**src/hdl/flight_status_pkg.sv**
```systemverilog
// constants for the flight-time status and result register block
// assumes a 25 MHz core clock and a host serial port sampled by that clock
package flight_status_pkg;
  localparam int SYNC_STAGES = 3;
  // idle pin levels {sel_n, clk, din}: matching them avoids a false clock edge after reset
  localparam logic [2:0] PINS_RESET = 3'h4;
  localparam logic [7:0] OPC_EVENT_FLAGS = 8'hfe;
  localparam logic [7:0] OPC_RATIOS = 8'hc4;
  localparam logic [7:0] OPC_HIT1_WHOLE = 8'hc5;
  localparam logic [7:0] OPC_HIT1_PART = 8'hc6;
  localparam int BIT_EXPIRY = 15;
  localparam int BIT_FLIGHT = 12;
  localparam int BIT_THERMAL = 11;
  localparam int BIT_TRIM = 6;
  localparam int BIT_SETUP = 3;
  localparam int BIT_POWERUP = 2;
  localparam logic [15:0] FLAGS_USED_MASK = 16'h984c;
  localparam logic [15:0] RESULT_RESET = 16'h0000;
  localparam logic [15:0] FLAGS_RESET = 16'h0000;
  localparam logic [7:0] RATIO_MAX = 8'hff;
  localparam logic [14:0] WHOLE_MAX = 15'h7fff;
  localparam logic [3:0] OPCODE_BITS = 4'h8;
  localparam logic [4:0] DATA_BITS = 5'h10;
  typedef enum logic [2:0] {
    ST_IDLE = 3'b001,
    ST_OPCODE = 3'b010,
    ST_DATA = 3'b100
  } port_state_type;
endpackage

```
**src/hdl/flight_time_status_results.sv**
```systemverilog
// event flag register and upstream result registers behind the host serial port
// assumes measurement engines give one-cycle done pulses on clk; port pins are asynchronous
// How it works
// - flight-time command completion sets event bit 12
// - temperature command completion sets event bit 11
// - calibration completion sets bit 6 only when host issued the command
// - initialize command completion sets event bit 3
// - successful power-on sets event bit 2
// - serial port ignores the host until power-up flag has been set
// - result registers are read-only, zero after reset, writes ignored
// - ratio register high byte holds first over second pulse width, 1.7 format
// - ratio register low byte holds second width over half launch period
// - each ratio field saturates at 1.9921875
// - first hit whole part is 15-bit count of reference periods
// - first hit fraction is 16-bit fraction of one reference period
// - missing measurement within its timeout sets event bit 15
`timescale 1ns/1ps
module flight_time_status_results (
  input wire logic clk,
  input wire logic resetn,
  input wire logic port_sel_n,
  input wire logic port_clk,
  input wire logic port_din,
  output logic port_dout,
  output logic port_dout_en,
  input wire logic flight_done,
  input wire logic thermal_done,
  input wire logic trim_done,
  input wire logic trim_by_host,
  input wire logic setup_done,
  input wire logic powerup_done,
  input wire logic expiry_event,
  input wire logic result_load,
  input wire logic [8:0] ratio_first_raw,
  input wire logic [8:0] ratio_second_raw,
  input wire logic [15:0] hit_whole_raw,
  input wire logic [15:0] hit_part_raw
);
  import flight_status_pkg::*;

  // ----------------------------------------
  // pin synchronisers
  // ----------------------------------------
  // a change counts only once stages two and three agree, which rejects one-sample glitches
  logic [2:0] pins_in;
  logic [2:0] sync1_r, sync2_r, sync3_r, filt_r, filt_nxt, filt_old_r;
  assign pins_in = {port_sel_n, port_clk, port_din};
  genvar gi;
  generate
    for (gi = 0; gi < 3; gi++) begin : g_sync
      always_comb begin
        filt_nxt[gi] = (sync2_r[gi] == sync3_r[gi]) ? sync3_r[gi] : filt_r[gi];
      end
    end
  endgenerate
  always_ff @(posedge clk or negedge resetn) begin
    if (!resetn) begin
      sync1_r <= PINS_RESET;
      sync2_r <= PINS_RESET;
      sync3_r <= PINS_RESET;
      filt_r <= PINS_RESET;
      filt_old_r <= PINS_RESET;
    end else begin
      sync1_r <= pins_in;
      sync2_r <= sync1_r;
      sync3_r <= sync2_r;
      filt_r <= filt_nxt;
      filt_old_r <= filt_r;
    end
  end
  logic sel_act, clk_rise, clk_fall;
  assign sel_act = !filt_r[2];
  assign clk_rise = filt_r[1] && !filt_old_r[1];
  assign clk_fall = !filt_r[1] && filt_old_r[1];

  // ----------------------------------------
  // result registers
  // ----------------------------------------
  logic [15:0] ratios_r, ratios_nxt, whole_r, whole_nxt, part_r, part_nxt;
  always_comb begin
    ratios_nxt = ratios_r;
    whole_nxt = whole_r;
    part_nxt = part_r;
    // the port has no write path, so only the engine load changes these
    if (result_load) begin
      ratios_nxt[15:8] = ratio_first_raw[8] ? RATIO_MAX : ratio_first_raw[7:0];
      ratios_nxt[7:0] = ratio_second_raw[8] ? RATIO_MAX : ratio_second_raw[7:0];
      whole_nxt = {1'b0, hit_whole_raw[15] ? WHOLE_MAX : hit_whole_raw[14:0]};
      part_nxt = hit_part_raw;
    end
  end
  always_ff @(posedge clk or negedge resetn) begin
    if (!resetn) begin
      ratios_r <= RESULT_RESET;
      whole_r <= RESULT_RESET;
      part_r <= RESULT_RESET;
    end else begin
      ratios_r <= ratios_nxt;
      whole_r <= whole_nxt;
      part_r <= part_nxt;
    end
  end

  // ----------------------------------------
  // event flags
  // ----------------------------------------
  logic [15:0] flags_r, flags_nxt, flag_set;
  logic powered_r, powered_nxt, flags_clear;
  always_comb begin
    flag_set = 16'h0000;
    flag_set[BIT_EXPIRY] = expiry_event;
    flag_set[BIT_FLIGHT] = flight_done;
    flag_set[BIT_THERMAL] = thermal_done;
    flag_set[BIT_TRIM] = trim_done && trim_by_host;
    flag_set[BIT_SETUP] = setup_done;
    flag_set[BIT_POWERUP] = powerup_done;
    // set wins over the read clear so a coincident event is not lost
    flags_nxt = ((flags_clear ? 16'h0000 : flags_r) | flag_set) & FLAGS_USED_MASK;
    powered_nxt = powered_r || powerup_done;
  end
  always_ff @(posedge clk or negedge resetn) begin
    if (!resetn) begin
      flags_r <= FLAGS_RESET;
      powered_r <= 1'b0;
    end else begin
      flags_r <= flags_nxt;
      powered_r <= powered_nxt;
    end
  end

  // ----------------------------------------
  // serial port: 8-bit opcode in, 16-bit word out msb first
  // ----------------------------------------
  port_state_type state_r, state_nxt;
  logic [7:0] opc_r, opc_nxt, opc_full;
  logic [4:0] cnt_r, cnt_nxt;
  logic [15:0] shift_r, shift_nxt;
  logic dout_r, dout_nxt, douten_r, douten_nxt;
  assign opc_full = {opc_r[6:0], filt_r[0]};
  always_comb begin
    state_nxt = state_r;
    opc_nxt = opc_r;
    cnt_nxt = cnt_r;
    shift_nxt = shift_r;
    dout_nxt = dout_r;
    douten_nxt = 1'b0;
    flags_clear = 1'b0;
    // until power-up completes, selection is ignored and the output stays undriven
    if (!sel_act || !powered_r) begin
      state_nxt = ST_IDLE;
      cnt_nxt = 5'h00;
      dout_nxt = 1'b0;
    end else begin
      douten_nxt = 1'b1;
      unique case (state_r)
        ST_IDLE: begin
          state_nxt = ST_OPCODE;
          cnt_nxt = 5'h00;
        end
        ST_OPCODE: begin
          if (clk_rise) begin
            opc_nxt = opc_full;
            cnt_nxt = cnt_r + 5'h01;
            if (cnt_r[3:0] == OPCODE_BITS - 4'h1) begin
              state_nxt = ST_DATA;
              cnt_nxt = 5'h00;
              unique case (opc_full)
                OPC_EVENT_FLAGS: begin
                  shift_nxt = flags_r;
                  flags_clear = 1'b1;
                end
                OPC_RATIOS: shift_nxt = ratios_r;
                OPC_HIT1_WHOLE: shift_nxt = whole_r;
                OPC_HIT1_PART: shift_nxt = part_r;
                default: shift_nxt = 16'h0000;
              endcase
            end
          end
        end
        ST_DATA: begin
          if (clk_fall && cnt_r != DATA_BITS) begin
            dout_nxt = shift_r[15];
            shift_nxt = {shift_r[14:0], 1'b0};
            cnt_nxt = cnt_r + 5'h01;
          end
        end
      endcase
    end
  end
  always_ff @(posedge clk or negedge resetn) begin
    if (!resetn) begin
      state_r <= ST_IDLE;
      opc_r <= 8'h00;
      cnt_r <= 5'h00;
      shift_r <= 16'h0000;
      dout_r <= 1'b0;
      douten_r <= 1'b0;
    end else begin
      state_r <= state_nxt;
      opc_r <= opc_nxt;
      cnt_r <= cnt_nxt;
      shift_r <= shift_nxt;
      dout_r <= dout_nxt;
      douten_r <= douten_nxt;
    end
  end
  assign port_dout = dout_r;
  assign port_dout_en = douten_r;
endmodule

```
**config.mk**
```make
export PLATFORM = sky130hd
export DESIGN_NAME = flight_time_status_results
export DESIGN_NICKNAME = d
export VERILOG_FILES = /design/src/hdl/flight_status_pkg.sv /design/src/hdl/flight_time_status_results.sv
export SDC_FILE = /design/constraint.sdc
export NUM_CORES = 1
export LEC_CHECK = 0
export BUFFER_PORTS_ARGS = -buffer_cell sky130_fd_sc_hd__clkbuf_2
export CAP_MARGIN = 40
export CORE_ASPECT_RATIO = 0.5
export CORE_UTILIZATION = 40
export CTS_CLUSTER_SIZE = 8
export DETAILED_ROUTE_END_ITERATION = 8
export SYNTH_ARGS = -nofsm -noshare
export SYNTH_HDL_FRONTEND = slang
export SYNTH_SLANG_ARGS = --single-unit
```
**constraint.sdc**
```tcl
create_clock -name clk -period 2.14 [get_ports clk]
set_input_delay 0.428 -clock clk [delete_from_list [all_inputs] [get_ports clk]]
set_output_delay 0.428 -clock clk [all_outputs]
set_load 0.02 [all_outputs]
```
# Word level (Yosys, flattened, before mapping)

Index checks and enable logic that the tools add are counted.
Widths: inputs -> output; s select.

Bits in registers: 101
Bits of input ports: 63
Logic and storage cells: 84

Add/subtract/negate cells: 1
Eq/ne operators: 18
Mux-type cells: 27
Bitwise logic cells: 2
Reduce and logical (&&, ||, !) cells: 18

Operator list:

| kind                | number |
|---|---|
| $mux 16             | 4 |
| $pmux 16 s4         | 1 |
| $eq 8x8->1 const B  | 4 |
| $pmux 16 s2         | 1 |
| $mux 5              | 4 |
| $mux 8              | 2 |
| $or 16x16->16       | 1 |
| $mux 15             | 1 |
| $pmux 5 s3          | 1 |
| $mux 1              | 9 |
| $mux 3              | 3 |
| $ne 3x3->1 const B  | 3 |
| $ne 2x2->1 const B  | 3 |
| $pmux 3 s2          | 1 |
| $reduce_and 3->1    | 2 |
| $reduce_bool 2->1   | 3 |
| $add 5x1->5 const B | 1 |
| $ne 5x5->1 const B  | 1 |
| $reduce_and 5->1    | 1 |
| $eq 4x3->1 const B  | 1 |
| $logic_and 1x1->1   | 4 |
| $reduce_and 2->1    | 2 |
| $eq 1x1->1          | 3 |
| $eq 3x1->1 const B  | 1 |
| other kinds (6)     | 9 |

# Depth between registers and ports, before layout

Gate-level depths: netlist of the first run.

Word-level depth: 8
Gate-level depth with buffers: 8

# Worst setup path after synthesis of the first run

Ideal clock, no wire load.

Path type: flip-flop to flip-flop
Start point: register cnt_r[0]
End point: register cnt_r[0]
Arrival time: 1519 ps
Required time: 2012 ps
Setup slack: 493 ps
Stages on the path, launching flop included: 9
Path buffers: 1
Period minus slack after synthesis: 1647 ps
Cell sequence: dfrtp_1 > inv_1 > ha_1 > nor4bb_1 > or2_1 > buf_2 > nor2_1 > o211ai_2 > o21ai_0

Longest elaborated chain between the ends: 5
Elaborated cells between the ends (all ways): 11
Classes of those cells: 1 x add/sub; 3 x eq/ne; 5 x mux; 2 x reduce/logical

RTL lines:

| element                                          | line                                                                                                    | text |
|---|---|---|
| start: declaration                               | flight_time_status_results.sv:136                                                                       | `logic [4:0] cnt_r, cnt_nxt;` |
| start signal: assignment                         | flight_time_status_results.sv:201                                                                       | `cnt_r <= cnt_nxt;` |
| $add 5x1->5 / $eq 4x3->1 (equally long branches) | flight_time_status_results.sv:163, flight_time_status_results.sv:184, flight_time_status_results.sv:164 |  |
| $mux 5                                           | flight_time_status_results.sv:164                                                                       | `if (cnt_r[3:0] == OPCODE_BITS - 4'h1) begin` |
| $mux 5                                           | flight_time_status_results.sv:161                                                                       | `if (clk_rise) begin` |
| $pmux 5 s3                                       | flight_time_status_results.sv:155                                                                       | `unique case (state_r)` |
| $mux 5                                           | flight_time_status_results.sv:149                                                                       | `if (!sel_act \|\| !powered_r) begin` |

Parallel ways exist; a longest one is shown, timed or not. The select of a mux whose other input is x is not followed.
A chain may end at the register's enable or synchronous reset.

# Worst setup path after layout of the first run

Ends and elaborated chain as after synthesis.

==> impl_metrics.toml, run 1 <==
[setup_path]
critical_path_arrival_ns = 2.10
regToRegEndpoint = "cnt_r[0]"
worst-r2r-cell-count = 7
flop_to_flop_setup_slack_ns = 0.26
worst_path_largest_cell_delay_ns = 0.42
worstSetupStartpointType = "register"
setup.worst_path.class = "register to register"
worst_ep_required_time_ns = 2.36
critical-path-top-delay-family = "simple AND/OR/NAND/NOR gates"
worstSetupEndpointType = "register"
crit_slowest_cell = "sky130_fd_sc_hd__dfrtp_1"
worstReg2RegStart = "cnt_r[0]"
maximum_fanout_count_along_the_critical_path = 7
worstPathCellList = "inv_1 -> ha_1 -> nor4bb_1 -> or2_1 -> nor2_1 -> o211ai_2 -> o21ai_0"
critical_path_buf_inv_count = 1

[grt]
grt_usage_pct = 18.6
grt.overflow.total = 0
grt_start_max_net_pins = 43
number_of_global_route_vias_before_repair = 3111
wire_length_of_the_first_global_routing_pass_mm = 16.2
number_of_antenna_violations_at_the_first_check_in_global_routing = 0

[layout]
antenna_cells_inserted = 0
drive_above_1_share_pct = 27.9
design_area_um2 = 5280
fill_cells = 1009
nets = 544
flow.area_growth_from_synthesis_pct = 18.2

[clock_tree]
cts_max_path_buffers = 2
cts.sink_count = 100
cts.clk_slew.worst_paths_ns = 0.07
hold_buffers = 0
cts.repair_timing.setup_buffer_count = 0
clock_insertion_delay_worst_skew_ns = 0.35
number_of_gates_resized_after_cts = 0
tritoncts.num_buffers = 9
clock_tree.htree_level_count = 3
root_buffer = "sky130_fd_sc_hd__clkbuf_16"
cts_tree = "yes"

[floorplanning]
die_area_um2 = 11600
fp-row-count = 26
initial_utilization_pct = 42.4
boundaryPins = 65
die_h_um = 76.7
die_width_um = 151
placeable_core_area_um2 = 10500

[logic_synthesis]
mappedNetlistArea_um2 = 4470
syn_area_per_cell_um2 = 10.7
number_of_flops_mapped_to_enable_cells_by_yosys = 0
yosysWarnings = 0
post_synth_inst_count = 417
yosysMostFrequentCell = "sky130_fd_sc_hd__dfrtp_1"
synth.area.top_cells = "sky130_fd_sc_hd__dfrtp_1 53%, sky130_fd_sc_hd__nor2_1 6.7%, sky130_fd_sc_hd__mux2_2 5.8%, sky130_fd_sc_hd__a21oi_1 3.8%, sky130_fd_sc_hd__mux2i_1 3.8%"
yosys.area.top_type = "sky130_fd_sc_hd__dfrtp_1"
synth-async-reset-ratio_pct = 100
netlist-cell-type-count = 54
synth_commonest_cells = "95 x sky130_fd_sc_hd__dfrtp_1, 80 x sky130_fd_sc_hd__nor2_1, 34 x sky130_fd_sc_hd__a21oi_1"
ys.flop_type = "sky130_fd_sc_hd__dfrtp_1"
ys_seq_area_share_pct = 56.1
syn-num-nets = 482
post-synth-top-area-fraction_pct = 53.2
ys_ff_latch = 100

[routing]
firstDrtPassIters = 5
detail_route.wl_per_cell_um = 15.3
detail_route.iter0.violations = 185
detail_route.wirelength_mm = 9.52
via_count = 3157
route.detailed.vias_per_inst = 5.06
drcViolationCount = 0
route.antenna.remaining_nets = 0

[pwr]
power.share.combinational_pct = 16.6
p_sw_share_pct = 26.7
power.ir.vdd_worst_mv = 0.406
power.internal_mw = 3.55
total_leakage_power_nw = 2.26
power.density_cell_area_nw_per_um2 = 915
p_sw_mw = 1.29
seq_power_share_pct = 46.7
share_clk_of_total_power_pct = 36.6

[place]
dp_hpwl_mm = 6.88
gpl.final_weighted_congestion = 0.788
port_buffers = 64
dpl_cell_area_um2 = 4960

[timing]
timing.clock.skew_ns = 0.00568
slew_viol_final = 0
min_period_ns = 1.88
timing.final.hold_violations = 0
rsz0062_at_grt = "false"
setup-violations-final = 0
fmaxAchievable_ghz = 0.531
post-route-period-util_pct = 88.0
worstMarginPinSlew_ns = 0.506
slew_headroom_pct = 66.0
tns_ns = 0

[status]
status = "complete, no violations"

[min_path]
hold_path.class = "input pin to async pin"

[run]
timing.max_cap.violations = 0
registers in the layout, indices dropped and copies added (netlist names):
register,count
powered_r,1
flags_r,6
shift_r,16
port_dout_en,1
cnt_r,5
state_r,3
whole_r,15
filt_old_r,1
part_r,16
port_dout,1
filt_r,3
ratios_r,16
sync3_r,3
sync1_r,3
sync2_r,3
opc_r,7
cells by family after synthesis:
logic type      after synthesis  share of synthesized area [%]
fa+ha+maj                     5                           1.23
flops                       100                           56.1
mux                          40                           9.60
buf+inv                      32                           3.75
simple gates                131                           13.7
xor+xnor                      3                          0.588
compound gates              106                           14.9
layout by cell type, fill, tap and decap left out, types with 9 or more instances in the layout:
cell,synthesis,final
sky130_fd_sc_hd__dfrtp_1,95,95
sky130_fd_sc_hd__nor2_1,80,80
sky130_fd_sc_hd__clkbuf_2,0,63
sky130_fd_sc_hd__a21oi_1,34,34
sky130_fd_sc_hd__o21ai_0,24,24
sky130_fd_sc_hd__mux2_2,23,23
sky130_fd_sc_hd__nand2_1,23,23
sky130_fd_sc_hd__mux2i_1,17,17
sky130_fd_sc_hd__buf_4,2,11
sky130_fd_sc_hd__a22oi_1,9,9
sky130_fd_sc_hd__clkbuf_16,0,9
area by class of cell:
class                   count  area, um2  share of cell area, %
inverters                   6       22.5                  0.426
repair buffers             77        458                   8.67
clock buffers              10        239                   4.52
flip-flops and latches    100       2510                   47.5
well taps                 140        175                   3.32
multi-input cells         285       1790                   33.9
clock inverters             6       86.3                   1.63
worst reg2reg max path, cell delays in order, from the launching register on:
cell and delay (ns):
sky130_fd_sc_hd__dfrtp_1 0.42, sky130_fd_sc_hd__inv_1 0.08, sky130_fd_sc_hd__ha_1 0.13, sky130_fd_sc_hd__nor4bb_1 0.42, sky130_fd_sc_hd__or2_1 0.27, sky130_fd_sc_hd__nor2_1 0.11
sky130_fd_sc_hd__o211ai_2 0.22, sky130_fd_sc_hd__o21ai_0 0.12
through the flow:
step	utilization [%]	setup slack, ns	std cells	hold WS [ns]	power, mW
CTS	50.1	0.225	624	0.0266	4.89
detailed placement	47.0	0.252	608	0.350	3.11
global route	50.1	0.0400	624	0.0336	5.09
global placement	47.0	0.328	608	0.335	3.09
finish	50.1	0.257	624	0.0162	4.84
floorplan	-	0.493	417	0.132	2.80
per-layer routing:
layer | track usage, % | wire length [um]
met1 | 28.1 | 4870
met2 | 25.3 | 4040
met3 | 5.18 | 489
met4 | 5.60 | 120
met5 | 0 | 0
power groups by stage:
stage | clock network, mW | logic (mW) | registers [mW]
after floorplan | 0 | 0.562 | 2.24
after global placement | 0 | 0.799 | 2.29
after detailed placement | 0 | 0.814 | 2.29
after CTS | 1.81 | 0.816 | 2.26
after global routing | 1.89 | 0.908 | 2.29
final | 1.77 | 0.805 | 2.26
worst max path at each step:
stage / startpoint / endpoint / depth (start not counted)
finish: cnt_r[0] / cnt_r[0] / 7
global route: cnt_r[0] / cnt_r[0] / 7
CTS: cnt_r[0] / cnt_r[0] / 7
detailed placement: cnt_r[0] / cnt_r[0] / 7
global placement: cnt_r[0] / cnt_r[0] / 7
floorplan: cnt_r[0] / cnt_r[0] / 8
Note: power is estimated with default switching activity, not from simulation.
==> run 2, diff against run 1 <==
--- a/config.mk
+++ b/config.mk
@@ -5,6 +5,7 @@
 export SDC_FILE = /design/constraint.sdc
 export NUM_CORES = 1
 export LEC_CHECK = 0
+export ABC_AREA = 1
 export BUFFER_PORTS_ARGS = -buffer_cell sky130_fd_sc_hd__clkbuf_2
 export CAP_MARGIN = 40
 export CORE_ASPECT_RATIO = 0.5
==> impl_metrics.toml, run 2 <==
[clock_tree]
root_buffer = "sky130_fd_sc_hd__clkbuf_16"
clock_tree.htree_level_count = 3
cts.sink_count = 100
cts.clk_slew.worst_paths_ns = 0.07
cts_max_path_buffers = 2
number_of_gates_resized_after_cts = 0
hold_buffers = 0
cts_tree = "yes"
tritoncts.num_buffers = 9
clock_insertion_delay_worst_skew_ns = 0.35
cts.repair_timing.setup_buffer_count = 0

[floorplanning]
initial_utilization_pct = 41.6
fp-row-count = 27
die_area_um2 = 12000
placeable_core_area_um2 = 11100
die_h_um = 78.0
die_width_um = 154
boundaryPins = 65

[logic_synthesis]
syn_area_per_cell_um2 = 8.24
yosys.area.top_type = "sky130_fd_sc_hd__dfrtp_1"
yosysMostFrequentCell = "sky130_fd_sc_hd__nand2_1"
post_synth_inst_count = 561
ys_seq_area_share_pct = 54.2
mappedNetlistArea_um2 = 4620
number_of_flops_mapped_to_enable_cells_by_yosys = 0
netlist-cell-type-count = 30
synth.area.top_cells = "sky130_fd_sc_hd__dfrtp_1 51%, sky130_fd_sc_hd__nand2_1 14%, sky130_fd_sc_hd__nand3_1 7.7%, sky130_fd_sc_hd__o21ai_0 5.4%, sky130_fd_sc_hd__nor2_1 4.3%"
synth_commonest_cells = "171 x sky130_fd_sc_hd__nand2_1, 95 x sky130_fd_sc_hd__dfrtp_1, 71 x sky130_fd_sc_hd__nand3_1"
yosysWarnings = 0
synth-async-reset-ratio_pct = 100
ys.flop_type = "sky130_fd_sc_hd__dfrtp_1"
post-synth-top-area-fraction_pct = 51.4
ys_ff_latch = 100
syn-num-nets = 626

[timing]
fmaxAchievable_ghz = 0.584
min_period_ns = 1.71
slew_viol_final = 0
worst_hold_slack_ns = 0.108
setup-violations-final = 0
slew_headroom_pct = 62.0
timing.final.hold_violations = 0
rsz0062_at_grt = "false"
tns_ns = 0
timing.clock.skew_ns = 0.00973
post-route-worst-setup-slack_ns = 0.427
worstMarginPinSlew_ns = 0.570
post-route-period-util_pct = 80.0

[layout]
fill_cells = 1107
storage_cell_area_um2 = 2510
layout_top_registers = "part_r (16), ratios_r (16), shift_r (16)"
mostFrequentLayoutCell = "sky130_fd_sc_hd__nand2_1"
drive_above_1_share_pct = 19.0
most_frequent_cells_in_the_layout = "171 x sky130_fd_sc_hd__nand2_1, 95 x sky130_fd_sc_hd__dfrtp_1, 71 x sky130_fd_sc_hd__nand3_1, 63 x sky130_fd_sc_hd__clkbuf_2, 52 x sky130_fd_sc_hd__nor2_1"
design_area_um2 = 5400
nets = 685
flow.area_growth_from_synthesis_pct = 16.7
multiInputGateArea_um2 = 1820
antenna_cells_inserted = 0

[pwr]
total_leakage_power_nw = 2.71
power.ir.vdd_worst_mv = 0.375
power.density_cell_area_nw_per_um2 = 885

[run]
timing.max_cap.violations = 0

[grt]
grt_start_max_net_pins = 101
number_of_antenna_violations_at_the_first_check_in_global_routing = 0
grt_usage_pct = 19.0
number_of_global_route_vias_before_repair = 3545
grt.overflow.total = 0
wire_length_of_the_first_global_routing_pass_mm = 17.6

[routing]
route.detailed.vias_per_inst = 4.85
via_count = 3735
route.antenna.remaining_nets = 0
firstDrtPassIters = 4
detail_route.wirelength_mm = 10.3
detail_route.wl_per_cell_um = 13.4
detail_route.iter0.violations = 226
drcViolationCount = 0

[setup_path]
worstSetupStartpointType = "register"
worst-r2r-cell-count = 11
maximum_fanout_count_along_the_critical_path = 17
setup.worst_path.class = "register to register"
critical_path_arrival_ns = 1.98
worstSetupEndpointType = "register"
worst_ep_required_time_ns = 2.41

[place]
dp_hpwl_mm = 6.99
setup_slack_at_placement_ns = 0.436
dpl_cell_area_um2 = 5090
port_buffers = 64
gpl.final_weighted_congestion = 0.758

[status]
status = "complete, no violations"

[min_path]
hold_path.class = "input pin to async pin"
-- run 2: changes by cell type in the layout (fill, tap and decap cells not counted), sizes merged, moves of 6 or more --
| cell | delta |
|---|---|
| nand3 | +66 |
| o21a | -6 |
| a21o | -6 |
| mux2i | -17 |
| o21ai | +22 |
| nor2 | -18 |
| a22oi | -8 |
| mux2 | -23 |
| nand2 | +151 |
| o211ai | -7 |
| inv | +36 |
| a21oi | -19 |
-- run 2: layout make-up --
class | instances | area share (%)
clock buffers | 11 | 4.50
clock inverters | 5 | 1.14
inverters | 43 | 3.08
multi-input cells | 393 | 33.7
flip-flops and latches | 100 | 46.5
well taps | 145 | 3.36
repair buffers | 73 | 7.70
-- run 2: cell families (layout without fill, tap and decap cells) --
kind of cell	count (synthesis)	in the layout	synth area share (%)
buf+inv	68	132	6.44
fa+ha+maj	5	5	1.19
compound gates	75	75	9.28
flops	100	100	54.2
xor+xnor	2	2	0.379
simple gates	311	311	28.5
-- run 2: final timing paths --
path	from	end	slack [ns]
min in group clk	port_sel_n	sync1_r[2]	0.17
max in group asynchronous	resetn	shift_r[10]	1.56
worst min register to register	sync1_r[2]	sync2_r[2]	0.36
worst max register to register	cnt_r[0]	shift_r[6]	0.43
worst max-delay path	cnt_r[0]	shift_r[6]	0.43
worst min-delay path	resetn	cnt_r[2]	0.11
-- run 2: stage by stage --
stage,util [%],instances,power [mW]
2_1_floorplan,-,561,2.92
6_report,48.6,770,4.78
3_5_place_dp,45.8,754,3.16
4_1_cts,48.6,770,4.83
5_1_grt,48.6,770,5.06
3_3_place_gp,45.8,754,3.14
-- run 2: worst max-delay path, cell delays in order, from the launching register on --
cell,delay (ns)
sky130_fd_sc_hd__dfrtp_1,0.37
sky130_fd_sc_hd__inv_1,0.07
sky130_fd_sc_hd__ha_1,0.19
sky130_fd_sc_hd__nand2_1,0.05
sky130_fd_sc_hd__inv_1,0.03
sky130_fd_sc_hd__nand2_1,0.04
sky130_fd_sc_hd__nand2_1,0.13
sky130_fd_sc_hd__a21oi_4,0.22
sky130_fd_sc_hd__nand2_4,0.17
sky130_fd_sc_hd__inv_6,0.18
sky130_fd_sc_hd__nor2_1,0.06
sky130_fd_sc_hd__a21oi_1,0.12
-- run 2: power breakdown --
| part | switching, mW | internal [mW] |
|---|---|---|
| registers | 0.166 | 2.17 |
| clock network | 0.714 | 0.941 |
| logic | 0.487 | 0.298 |
| total | 1.37 | 3.41 |
-- run 2: metal layers --
layer / GRT usage (%) / up-vias / share of wire [%]
met5: 0 / - / 0
met4: 5.50 / 0 / 1.3
met3: 4.58 / 10 / 4.1
met2: 28.7 / 69 / 43
met1: 27.2 / 1741 / 52
li1: - / 1915 / -
